`src/hw/zqct_consts.svh`:
```
// constants for the calibration and termination block
// assumes inclusion by the bench and zqct_top
`ifndef ZQCT_CONSTS_SVH
`define ZQCT_CONSTS_SVH
`define ZQCT_CLK_NS 10
`define ZQCT_FIRST_CAL_NS 1024
`define ZQCT_LONG_CAL_NS 512
`define ZQCT_SHORT_CAL_NS 128
`define ZQCT_FIRST_CAL_CYC ((`ZQCT_FIRST_CAL_NS + `ZQCT_CLK_NS - 1) / `ZQCT_CLK_NS)
`define ZQCT_LONG_CAL_CYC ((`ZQCT_LONG_CAL_NS + `ZQCT_CLK_NS - 1) / `ZQCT_CLK_NS)
`define ZQCT_SHORT_CAL_CYC ((`ZQCT_SHORT_CAL_NS + `ZQCT_CLK_NS - 1) / `ZQCT_CLK_NS)
`define ZQCT_SHORT_STEP_CYC 64
`define ZQCT_ENGINE_CYC 8
`define ZQCT_READ_OFF_CYC 6
`define ZQCT_WRITE_ON_CYC 6
`define ZQCT_A_CTRL 12'h000
`define ZQCT_A_MR1 12'h004
`define ZQCT_A_MR2 12'h008
`define ZQCT_A_MR5 12'h00C
`define ZQCT_A_STAT 12'h010
`define ZQCT_A_CAL 12'h014
`define ZQCT_MR1_TEN 11
`define ZQCT_MR1_NOM_LO 8
`define ZQCT_MR2_WR_LO 9
`define ZQCT_MR5_PARK_LO 6
`define ZQCT_CAL_RST 8'h80
`endif

```
`src/hw/zqct_pkg.sv`:
```
// types for the calibration and termination block
// assumes zqct_consts.svh is on the include path
package zqct_pkg;
  typedef enum logic [1:0] {ZQCT_OFF, ZQCT_WR, ZQCT_NOM, ZQCT_PARK} zqct_src_t;
  typedef enum logic [1:0] {ZQCT_IDLE, ZQCT_ENGINE, ZQCT_HOLD} zqct_state_t;
  typedef struct packed {
    logic long_cal;
    logic short_cal;
    logic wr_cmd;
    logic rd_cmd;
    logic sr_enter;
    logic sr_exit;
  } zqct_cmd_t;
  typedef struct packed {
    zqct_src_t src;
    logic [2:0] code;
  } zqct_term_t;
endpackage

```
`src/hw/zqct_term_sel.sv`:
```
// termination priority resolver, purely combinational
// assumes mode fields are already decoded by the caller
`timescale 1ns/1ps
module zqct_term_sel
  import zqct_pkg::*;
(
  input wire logic disable_all,
  input wire logic wr_active,
  input wire logic pin_high,
  input wire logic pin_valid,
  input wire logic [2:0] nom_code,
  input wire logic [2:0] wr_code,
  input wire logic [2:0] park_code,
  output zqct_term_t term
);
  always_comb begin
    // fixed priority: disable, write, nominal, parked
    if (disable_all) begin
      term = '{ZQCT_OFF, 3'h0};
    end else if (wr_active && wr_code != 3'h0) begin
      term = '{ZQCT_WR, wr_code};
    end else if (pin_valid && pin_high && nom_code != 3'h0) begin
      term = '{ZQCT_NOM, nom_code};
    end else if (park_code != 3'h0) begin
      term = '{ZQCT_PARK, park_code};
    end else begin
      term = '{ZQCT_OFF, 3'h0};
    end
  end
endmodule

```
`src/hw/zqct_top.sv`:
```
// calibration sequencer, termination control and register slave
// assumes commands arrive decoded, one-cycle pulses on clk; apb on clk
//
// Behaviour
// long calibration runs the engine, then loads driver and termination codes
// controller may send long calibration whenever it likes; the sequencer drops one that arrives while a calibration is busy
// first long calibration after reset gets the longer first window
// short calibration finishes inside its window, correcting within 64 cycles
// controller keeps the channel quiet during every calibration window
// calibration current path is switched off once calibration is done
// controller precharges all banks before any calibration command
// no self-started calibration after self refresh exit
// controller waits the self refresh exit delay before calibrating
// devices sharing a resistor never overlap calibration windows
// clock enable stays high for the whole calibration
// termination is forced off during calibration
// all bus devices leave data lines floating during calibration
// per-lane termination only when mode register one enable bit is set
// termination is off in self refresh
// pin ignored in self refresh or when nominal bits 9,6,2 are zero
// termination mode active when any of three fields is non-zero
// write termination applied on writes regardless of pin
// nominal termination on when pin sampled high, unless disabled
// parked termination is default when nominal is not active
// priority: disable, write, nominal, parked
// termination off for a fixed window during reads
// flag set by first long calibration selects window length
`include "zqct_consts.svh"
`timescale 1ns/1ps
module zqct_top
  import zqct_pkg::*;
(
  input wire logic clk,
  input wire logic sys_rst,
  input wire logic psel,
  input wire logic penable,
  input wire logic pwrite,
  input wire logic [11:0] paddr,
  input wire logic [31:0] pwdata,
  output logic [31:0] prdata,
  output logic pready,
  output logic pslverr,
  input wire zqct_cmd_t cmd,
  input wire logic termination_control_pin,
  input wire logic [7:0] engine_result,
  output logic [7:0] driver_impedance_r,
  output logic [7:0] term_cal_r,
  output logic cal_busy_r,
  output logic cal_current_on_r,
  output logic term_enable_r,
  output zqct_term_t term_r
);
  localparam int FIRST_CYC = `ZQCT_FIRST_CAL_CYC;
  localparam int LONG_CYC = `ZQCT_LONG_CAL_CYC;
  localparam int SHORT_CYC = `ZQCT_SHORT_CAL_CYC;

  logic [12:0] mode_one_r;
  logic [12:0] mode_two_r;
  logic [12:0] mode_five_r;
  logic first_done_r;
  logic self_refresh_r;
  logic [15:0] win_cnt_r;
  logic [15:0] win_cnt_nxt;
  logic [3:0] eng_cnt_r;
  logic is_short_r;
  zqct_state_t state_r;
  logic [3:0] rd_cnt_r;
  logic [3:0] wr_cnt_r;
  logic [7:0] cal_count_r;
  zqct_term_t term_nxt;
  logic access;
  logic nom_enabled;
  logic pin_valid;

  function automatic logic [15:0] win_len(input logic short_c, input logic first_c);
    if (short_c) begin
      win_len = 16'(SHORT_CYC);
    end else if (first_c) begin
      win_len = 16'(FIRST_CYC);
    end else begin
      win_len = 16'(LONG_CYC);
    end
  endfunction

  assign access = psel && penable;

  // apb: zero wait states, unmapped addresses raise pslverr
  always_ff @(posedge clk) begin
    if (sys_rst) begin
      pready <= 1'b0;
      pslverr <= 1'b0;
      prdata <= 32'h0;
    end else begin
      pready <= psel && !penable;
      pslverr <= 1'b0;
      if (psel && !penable && !pwrite) begin
        case (paddr)
          `ZQCT_A_MR1: prdata <= {19'h0, mode_one_r};
          `ZQCT_A_MR2: prdata <= {19'h0, mode_two_r};
          `ZQCT_A_MR5: prdata <= {19'h0, mode_five_r};
          // bit 2 is a reserved gap that reads zero
          `ZQCT_A_STAT: prdata <= {22'h0, first_done_r, self_refresh_r, term_r.src,
                                  term_r.code, 1'b0, cal_busy_r, cal_current_on_r};
          `ZQCT_A_CAL: prdata <= {8'h0, cal_count_r, term_cal_r, driver_impedance_r};
          `ZQCT_A_CTRL: prdata <= 32'h0;
          default: prdata <= 32'h0;
        endcase
      end
      if (psel && !penable) begin
        case (paddr)
          `ZQCT_A_CTRL, `ZQCT_A_MR1, `ZQCT_A_MR2, `ZQCT_A_MR5, `ZQCT_A_STAT,
          `ZQCT_A_CAL: pslverr <= 1'b0;
          default: pslverr <= 1'b1;
        endcase
      end
    end
  end

  // mode registers written by software stand in for mode_register_set_cmd
  always_ff @(posedge clk) begin
    if (sys_rst) begin
      mode_one_r <= 13'h0;
      mode_two_r <= 13'h0;
      mode_five_r <= 13'h0;
    end else if (access && pready && pwrite) begin
      case (paddr)
        `ZQCT_A_MR1: mode_one_r <= pwdata[12:0];
        `ZQCT_A_MR2: mode_two_r <= pwdata[12:0];
        `ZQCT_A_MR5: mode_five_r <= pwdata[12:0];
        default: mode_one_r <= mode_one_r;
      endcase
    end
  end

  always_ff @(posedge clk) begin
    if (sys_rst) begin
      self_refresh_r <= 1'b0;
    end else if (cmd.sr_enter) begin
      self_refresh_r <= 1'b1;
    end else if (cmd.sr_exit) begin
      // exit starts nothing; calibration waits for a command
      self_refresh_r <= 1'b0;
    end
  end

  always_ff @(posedge clk) begin
    if (sys_rst) begin
      first_done_r <= 1'b0;
    end else if (cmd.long_cal && state_r == ZQCT_IDLE) begin
      first_done_r <= 1'b1;
    end
  end

  always_comb begin
    win_cnt_nxt = win_cnt_r;
    if (state_r != ZQCT_IDLE && win_cnt_r != 16'h0) begin
      win_cnt_nxt = win_cnt_r - 16'h1;
    end
  end

  // calibration sequencer; commands arriving while busy are dropped
  always_ff @(posedge clk) begin
    if (sys_rst) begin
      state_r <= ZQCT_IDLE;
      win_cnt_r <= 16'h0;
      eng_cnt_r <= 4'h0;
      is_short_r <= 1'b0;
      cal_busy_r <= 1'b0;
      cal_current_on_r <= 1'b0;
    end else begin
      win_cnt_r <= win_cnt_nxt;
      case (state_r)
        ZQCT_IDLE: begin
          if (cmd.long_cal || cmd.short_cal) begin
            state_r <= ZQCT_ENGINE;
            is_short_r <= cmd.short_cal && !cmd.long_cal;
            win_cnt_r <= win_len(cmd.short_cal && !cmd.long_cal, !first_done_r);
            eng_cnt_r <= 4'(`ZQCT_ENGINE_CYC);
            cal_busy_r <= 1'b1;
            cal_current_on_r <= 1'b1;
          end
        end
        ZQCT_ENGINE: begin
          eng_cnt_r <= eng_cnt_r - 4'h1;
          if (eng_cnt_r == 4'h1) begin
            state_r <= ZQCT_HOLD;
            cal_current_on_r <= 1'b0;
          end
        end
        ZQCT_HOLD: begin
          if (win_cnt_r <= 16'h1) begin
            state_r <= ZQCT_IDLE;
            cal_busy_r <= 1'b0;
          end
        end
        default: state_r <= ZQCT_IDLE;
      endcase
    end
  end

  // transfer to the i/o at the end of the engine phase
  always_ff @(posedge clk) begin
    if (sys_rst) begin
      driver_impedance_r <= `ZQCT_CAL_RST;
      term_cal_r <= `ZQCT_CAL_RST;
      cal_count_r <= 8'h0;
    end else if (state_r == ZQCT_ENGINE && eng_cnt_r == 4'h1) begin
      cal_count_r <= cal_count_r + 8'h1;
      if (is_short_r) begin
        // one short step moves codes at most one lsb toward the target
        driver_impedance_r <= driver_impedance_r + 8'((engine_result > driver_impedance_r) ?
                              1 : (engine_result < driver_impedance_r) ? -1 : 0);
        term_cal_r <= term_cal_r + 8'((engine_result > term_cal_r) ?
                      1 : (engine_result < term_cal_r) ? -1 : 0);
      end else begin
        driver_impedance_r <= engine_result;
        term_cal_r <= engine_result;
      end
    end
  end

  // read and write termination windows, started by the command
  always_ff @(posedge clk) begin
    if (sys_rst) begin
      rd_cnt_r <= 4'h0;
      wr_cnt_r <= 4'h0;
    end else begin
      if (cmd.rd_cmd) begin
        rd_cnt_r <= 4'(`ZQCT_READ_OFF_CYC);
      end else if (rd_cnt_r != 4'h0) begin
        rd_cnt_r <= rd_cnt_r - 4'h1;
      end
      if (cmd.wr_cmd) begin
        wr_cnt_r <= 4'(`ZQCT_WRITE_ON_CYC);
      end else if (wr_cnt_r != 4'h0) begin
        wr_cnt_r <= wr_cnt_r - 4'h1;
      end
    end
  end

  assign nom_enabled = mode_one_r[`ZQCT_MR1_NOM_LO +: 3] != 3'h0;
  // pin ignored when bits 9,6,2 are zero or in self refresh
  assign pin_valid = !self_refresh_r
                     && {mode_one_r[9], mode_one_r[6], mode_one_r[2]} != 3'h0;

  zqct_term_sel u_sel (
    // the read command itself blocks too, so termination is off from the next edge
    .disable_all(cal_busy_r || self_refresh_r || rd_cnt_r != 4'h0 || cmd.rd_cmd
                 || !mode_one_r[`ZQCT_MR1_TEN]),
    .wr_active(wr_cnt_r != 4'h0 || cmd.wr_cmd),
    .pin_high(termination_control_pin),
    .pin_valid(pin_valid && nom_enabled),
    .nom_code(mode_one_r[`ZQCT_MR1_NOM_LO +: 3]),
    .wr_code(mode_two_r[`ZQCT_MR2_WR_LO +: 3]),
    .park_code(mode_five_r[`ZQCT_MR5_PARK_LO +: 3]),
    .term(term_nxt)
  );

  always_ff @(posedge clk) begin
    if (sys_rst) begin
      term_r <= '{ZQCT_OFF, 3'h0};
      term_enable_r <= 1'b0;
    end else begin
      term_r <= term_nxt;
      // mode is on when any of the three resistance fields is programmed
      term_enable_r <= nom_enabled
                       || mode_two_r[`ZQCT_MR2_WR_LO +: 3] != 3'h0
                       || mode_five_r[`ZQCT_MR5_PARK_LO +: 3] != 3'h0;
    end
  end
endmodule
```
`config.mk`:
```
export PLATFORM = sky130hd
export DESIGN_NAME = zqct_top
export DESIGN_NICKNAME = d
export VERILOG_FILES = /design/src/hw/zqct_pkg.sv /design/src/hw/zqct_term_sel.sv /design/src/hw/zqct_top.sv
export VERILOG_INCLUDE_DIRS = /design/src /design/src/hw
export SDC_FILE = /design/constraint.sdc
export NUM_CORES = 1
export LEC_CHECK = 0
export ABC_AREA = 1
export BUFFER_PORTS_ARGS = -buffer_cell sky130_fd_sc_hd__buf_2
export CORE_MARGIN = 2
export CORE_UTILIZATION = 45
export DETAILED_ROUTE_END_ITERATION = 10
export GPL_TIMING_DRIVEN = 0
export HOLD_SLACK_MARGIN = 0.08
export PLACE_DENSITY = 0.69
export SKIP_LAST_GASP = 1
export SLEW_MARGIN = 0
export SYNTH_ARGS = -nofsm -noshare
export SYNTH_HDL_FRONTEND = slang
export SYNTH_SLANG_ARGS = --single-unit
```
`constraint.sdc`:
```
create_clock -name clk -period 3.3 [get_ports clk]
set_input_delay 0.66 -clock clk [delete_from_list [all_inputs] [get_ports clk]]
set_output_delay 0.66 -clock clk [all_outputs]
set_load 0.02 [all_outputs]
```
; ---- After elaboration in Yosys (flattened, before gate mapping)
; Cells that the tools add are included.
; W data, S select, Z words.
[word_totals]
regBits = 138
wordCells = 138
inputBits = 64
out_inout_bits = 58
[op_classes]
n_addsub = 7
n_eq_ne = 11
muxes = 33
bitwise = 1
order_cmp = 5
reduce_logical = 56
[ops]
columns = cell, n
row1 = $pmux W24 S5, 1
row2 = $mux W16, 3
row3 = $mux W8, 6
row4 = $eq A12 B4 Y1 const B, 2
row5 = $eq A12 B5 Y1 const B, 2
row6 = $add A8 B8 Y8, 2
row7 = $gt A8 B8 Y1, 2
row8 = $le A16 B1 Y1 const B, 1
row9 = $lt A8 B8 Y1, 2
row10 = $reduce_bool A16 Y1, 1
row11 = $sub A16 B1 Y16 const B, 1
row12 = $logic_and A1 B1 Y1, 14
row13 = $mux W7, 2
row14 = $eq A12 B3 Y1 const B, 1
row15 = $logic_not A12 Y1, 1
row16 = $mux W3, 4
row17 = $reduce_bool A2 Y1, 6
row18 = $reduce_bool A3 Y1, 4
row19 = $sub A4 B1 Y4 const B, 3
row20 = $mux W5, 2
row21 = $reduce_and A2 Y1, 5
row22 = $reduce_and A3 Y1, 3
row23 = $add A8 B1 Y8 const B, 1
row24 = $logic_or A1 B1 Y1, 8
row25 = other kinds (18), 36

; ---- Logic depth before layout (Yosys ltp)
[depth]
word_depth = 7
depth_mapped = 20

; ---- Cells and area by module
; A second synthesis with hierarchy kept.
[unflattened]
cells_unflattened = 987
area_unflattened_um2 = 6957.9
[by_module_without_submodules]
columns = module, cells_each, instances, area_each_um2
row1 = zqct_top, 946, 1, 6777.8
row2 = zqct_term_sel, 41, 1, 180.2

; ---- Worst setup path after synthesis
; Ideal clock, no wire load.
[synth_path]
kind = input-to-reg
startpoint = input engine_result[7]
endpoint = register driver_impedance_r[6]
arrival_time_ns = 2.677
path_stages = 15
setup_slack_ns = 0.501
cell_sequence = ha_1 -> a21o_1 -> nor2_1 -> nand2_1 -> nand3_1 -> ha_1 -> inv_1 -> fa_1 -> inv_1 -> nand3_1 -> nand2_1 -> a31oi_1 -> and2_1 -> o21ai_0 -> a21oi_1
[synth_via]
elab_chain_len = 5
[synth_rtl]
columns = element, line
row1 = "start, declared", zqct_top.sv:45  ; input wire logic [7:0] engine_result,
row2 = $lt A8 B8 Y1, zqct_top.sv:212  ; 1 : (engine_result < driver_impedance_r) ? -1 : 0);
row3 = $mux W8, zqct_top.sv:212
row4 = $mux W8 (*), zqct_top.sv:211  ; driver_impedance_r <= driver_impedance_r + 8'((engine_result > driver_impedance_r) ?
row5 = $add A8 B8 Y8 (*), zqct_top.sv:211
row6 = $mux W8 (*), zqct_top.sv:209  ; if (is_short_r) begin
row7 = "end signal, assigned", zqct_top.sv:204  ; driver_impedance_r <= `ZQCT_CAL_RST;
row8 = "end signal, assigned", zqct_top.sv:211
row9 = "end signal, assigned", zqct_top.sv:216  ; driver_impedance_r <= engine_result;
row10 = "end, declared", zqct_top.sv:46  ; output logic [7:0] driver_impedance_r,
; Mark *: on every way between the ends. The rest lies on a longest branch, timed or not.
; A chain may end at the register's enable or synchronous reset.

; ---- Final worst setup path
[layout_path]
startpoint = register term_cal_r[7]
endpoint = register term_cal_r[6]
[layout_via]
elab_chain_len = 5
[layout_rtl]
columns = element, line
row1 = "start, declared", zqct_top.sv:47  ; output logic [7:0] term_cal_r,
row2 = "start signal, assigned", zqct_top.sv:205  ; term_cal_r <= `ZQCT_CAL_RST;
row3 = "start signal, assigned", zqct_top.sv:213  ; term_cal_r <= term_cal_r + 8'((engine_result > term_cal_r) ?
row4 = "start signal, assigned", zqct_top.sv:217  ; term_cal_r <= engine_result;
row5 = $lt A8 B8 Y1, zqct_top.sv:214  ; 1 : (engine_result < term_cal_r) ? -1 : 0);
row6 = $mux W8, zqct_top.sv:214
row7 = $mux W8 (*), zqct_top.sv:213
row8 = $add A8 B8 Y8 (*), zqct_top.sv:213
row9 = $mux W8 (*), zqct_top.sv:209
; Marked as above.

==> results.txt <==
Setup repair after global routing left no endpoint under its margin. The actual slew at the worst max-slew pin came out at 745.1 ps. The most instantiated flip-flop cell in the synthesis netlist is dfxtp_1. The total routing usage reported by global routing came out at 0.2481.

The area of combinational cells with multiple inputs is 3716 sq um. The number of max-slew violations in the final report came out at 0. Leaving out fill and tap cells, the most frequent cells in the layout are 133 x nand2_1, 130 x dfxtp_1, 117 x inv_1. The clock drives 130 sinks. The detailed router placed approximately 6,800 vias in this run.

The fraction of the mapped netlist area in adder cells is 0.07041. The number of fillers in the final layout is 1,469. The share of the synthesized netlist area taken by xor and xnor gates came out at 0.01383. The required arrival time at the worst endpoint came out at between 3000 and 4000 ps. After synthesis, the share of flip-flops with an asynchronous set or reset is 0. The net total in the final layout is 1,173.

Dividing the detail-routed via count by the number of cells gives approximately 5.4. The aggregate global routing overflow came out at 0. The type of the setup path with the least slack is flip-flop to flip-flop. During synthesis, Yosys emitted a total of 0 warnings. The clock tree buffer depth is 2. The total iterations of the first detailed-routing run came out at 7. The worst relative slew slack came out at 0.5032.

The number of antenna diodes in the final layout is 0. The clock-pin transition on the worst setup and hold timing paths came out at 50 ps. The largest total area in the synthesized netlist belongs to dfxtp_1. Setup violations remaining at the end of the flow were counted as 0. The number of hold buffers added after CTS is 0.

The synthesized design contains 0 enable-type register cells. Synthesis instantiated 51 different standard cells from the library. The top-level I/O count is between 100 and 150. By area, the combinational part of the netlist is dominated by simple AND/OR/NAND/NOR gates. In this run, the number of DRC markers left after iteration 0 of detailed routing was around 460. The total number of placement rows came out at 45. After synthesis, the share of cell area in mux cells is 0.

After routing, the total negative slack on setup checks comes to 0 ps. The critical path goes through inv_1 -> ha_1 -> a21o_1 -> nor2_1 -> nand2_2 -> nand3_1 -> ha_1 -> inv_1 -> fa_1 -> inv_1 -> nand3_1 -> nand2_1 -> a31oi_1 -> and2_1 -> o21ai_0 -> a21oi_1. The area of the die is about 16,000 sq um. The number of cells produced by synthesis came out at ~950. TritonCTS built the clock tree. The number of global-route vias before repair came out at roughly 6,200. The core area is 15,150 sq um. The type of the tightest min-delay check is flip-flop to flip-flop. Relative to the synthesized area, the layout overhead comes to 20.23%.

The sum of net half-perimeters after detailed placement came out at roughly 15 mm. The placer congestion estimate came out at 0.9289. The flow ran to the end, and the final reports show no timing, DRC or antenna violations.

The arrival time at the worst endpoint is about 3300 ps. The shortest period the worst path allows came out at 3038 ps. The area fraction in and, or, nand and nor cells after synthesis came out at 0.2405. The number of maximum-capacitance constraint violations came out at 0. Leaving out fill and tap cells, the most frequent cell in the layout is nand2_1. In this design, the critical path's most frequently occurring cell is inv_1. The share of synthesized area in the top cell type comes to 0.3736. The clock reaches the later pin of the worst-skew pair after around 430 ps.

The highest cell delay on the worst timing path came out at around 450 ps. In this run, synthesis produced a sequential element count of between 100 and 150. The register area came out at between 2000 and 3000 sq um. The width of the chip is between 100 and 150 um. The largest net degree at the start of global routing came out at 17. The worst-path maximum fanout is 6. The worst supply voltage drop on vdd came out at about 0.28 mV. The clock buffer count from CTS came out at 17. The share of the synthesized area in compound gates (AO/OA/AOI/OAI) is 0.2041. The count of H-tree levels built during CTS is 4.

The final worst clock skew is a little over 8 ps. The type of element launching the critical path is a flip-flop. In the final layout, the share of cells above drive strength 1 is 0.1799. The die boundary height came out at approximately 130 um.

The finished cells cover 8374 sq um. The placement-stage cell area came out at 7697 sq um. The leakage power summed over all cells is between 3 and 4 nW. The post-synthesis cell area is between 6000 and 7000 sq um. The mean instance size in the synthesized netlist is around 7.3 sq um. The final hold violation count is 0. The setup check on the worst reg-to-reg path leaves a slack of 260 ps. Wires add up to roughly 20 mm. The tree is rooted in a clkbuf_16.

The master of the slowest instance on the critical path is dfxtp_1. The remaining routing DRC violations is 0. The highest attainable clock frequency is 329.1 MHz. The share of the cycle needed by the critical path after routing is 0.9206. The global-route wire length before repair is between 30 and 40 mm. The power density over cell area came out at 558.3 nW/um^2. In this run the remaining antenna-violating nets after routing total 0. STA classifies the critical path endpoint as a flip-flop. The effective utilization at floorplan is 0.4599. The wire length per cell came out at 15.74 um. The port buffer count is 94. The sequential share of the synthesized area is 0.3736.

Yosys attributes the largest share of cell area to dfxtp_1 37%, a21oi_1 7.9%, nand2_1 7.2%. The initial antenna violation count came to 0.
-- per-stage QoR --
step	power (mW)	setup WS, ps	util	hold slack, ps	cells
floorplan	2.330	501.2	-	422.5	958
global placement	2.531	37.52	0.5082	434.7	1240
detailed placement	2.544	24.74	0.5082	439.5	1240
CTS	4.688	250.0	0.5527	444.6	1272
global route	4.884	8.189	0.5529	463.4	1272
finish	4.675	261.9	0.5529	446.7	1272
-- final timing paths --
kind                                    start       endpoint  cells after the start
worst max register to register  term_cal_r[7]  term_cal_r[6]                     16
worst min-delay path            mode_two_r[2]  mode_two_r[2]                      2
worst min register to register  mode_two_r[2]  mode_two_r[2]                      2
worst max-delay path            term_cal_r[7]  term_cal_r[6]                     16
-- critical path: cells and delay by family (launching register included) --
| family | cells | cell delay [ps] |
|---|---|---|
| compound gates | 4 | 590 |
| fa+ha+maj | 3 | 840 |
| buf+inv | 3 | 270 |
| flops | 1 | 450 |
| simple gates | 6 | 780 |
-- synthesized netlist by cell type, types with 3 or more instances --
| master | instances |
|---|---|
| a211oi_1 | 3 |
| a211oi_2 | 5 |
| a21oi_1 | 110 |
| a221oi_1 | 4 |
| a31oi_1 | 7 |
| buf_2 | 10 |
| buf_4 | 10 |
| clkbuf_1 | 17 |
| dfxtp_1 | 130 |
| ha_1 | 36 |
| inv_1 | 117 |
| inv_2 | 5 |
| nand2_1 | 134 |
| nand2_2 | 5 |
| nand3_1 | 65 |
| nand3_2 | 4 |
| nand3_4 | 4 |
| nand4_1 | 7 |
| nor2_1 | 81 |
| nor2_2 | 8 |
| nor2_4 | 4 |
| nor3_1 | 21 |
| nor3_2 | 3 |
| o211ai_1 | 6 |
| o21ai_0 | 99 |
| o21ai_1 | 5 |
| o22ai_1 | 11 |
| xnor2_1 | 5 |
| xor2_1 | 6 |
-- state kept, by name, summed over array words and instances (netlist names), 2 cells and up --
signal / count
prdata: 24
win_cnt_r: 16
mode_five_r: 13
mode_one_r: 13
mode_two_r: 13
cal_count_r: 8
driver_impedance_r: 8
term_cal_r: 8
term_r: 5
eng_cnt_r: 4
rd_cnt_r: 4
wr_cnt_r: 4
state_r: 2
-- layer usage --
layer | global-route usage | wire length (um) | vias to the layer above | part of all wire
li1 | - | - | 3434 | -
met3 | 0.04075 | 1096 | 32 | 0.055
met4 | 0.1073 | 510 | 0 | 0.025
met5 | 0 | 0 | - | 0
met1 | 0.3263 | 9184 | 3155 | 0.46
met2 | 0.4043 | 9227 | 203 | 0.46
-- layout make-up --
type	instances	area share
Buffer	38	0.02435
Clock buffer	18	0.05244
Clock inverter	14	0.02809
Inverter	125	0.05633
Multi-Input combinational cell	665	0.4437
Sequential cell	130	0.3108
Tap cell	188	0.02809
Timing Repair Buffer	94	0.05618
-- repair_timing --
action                     in CTS  in global routing
setup endpoints to repair       0                  1
buffers inserted                0                  0
gates resized for setup         0                  1
-- where the power goes --
group          internal (mW)  total [mW]  switching [mW]
logic                  0.291       0.823           0.532
clock network           1.43        2.15           0.719
registers               1.64        1.70          0.0654
-- cell families after synthesis --
logic type / count (synthesis)
simple gates: 349
compound gates: 259
buf+inv: 163
flops: 130
fa+ha+maj: 38
xor+xnor: 11
other cells: 1
No activity file was read; power rests on OpenSTA's default activity.
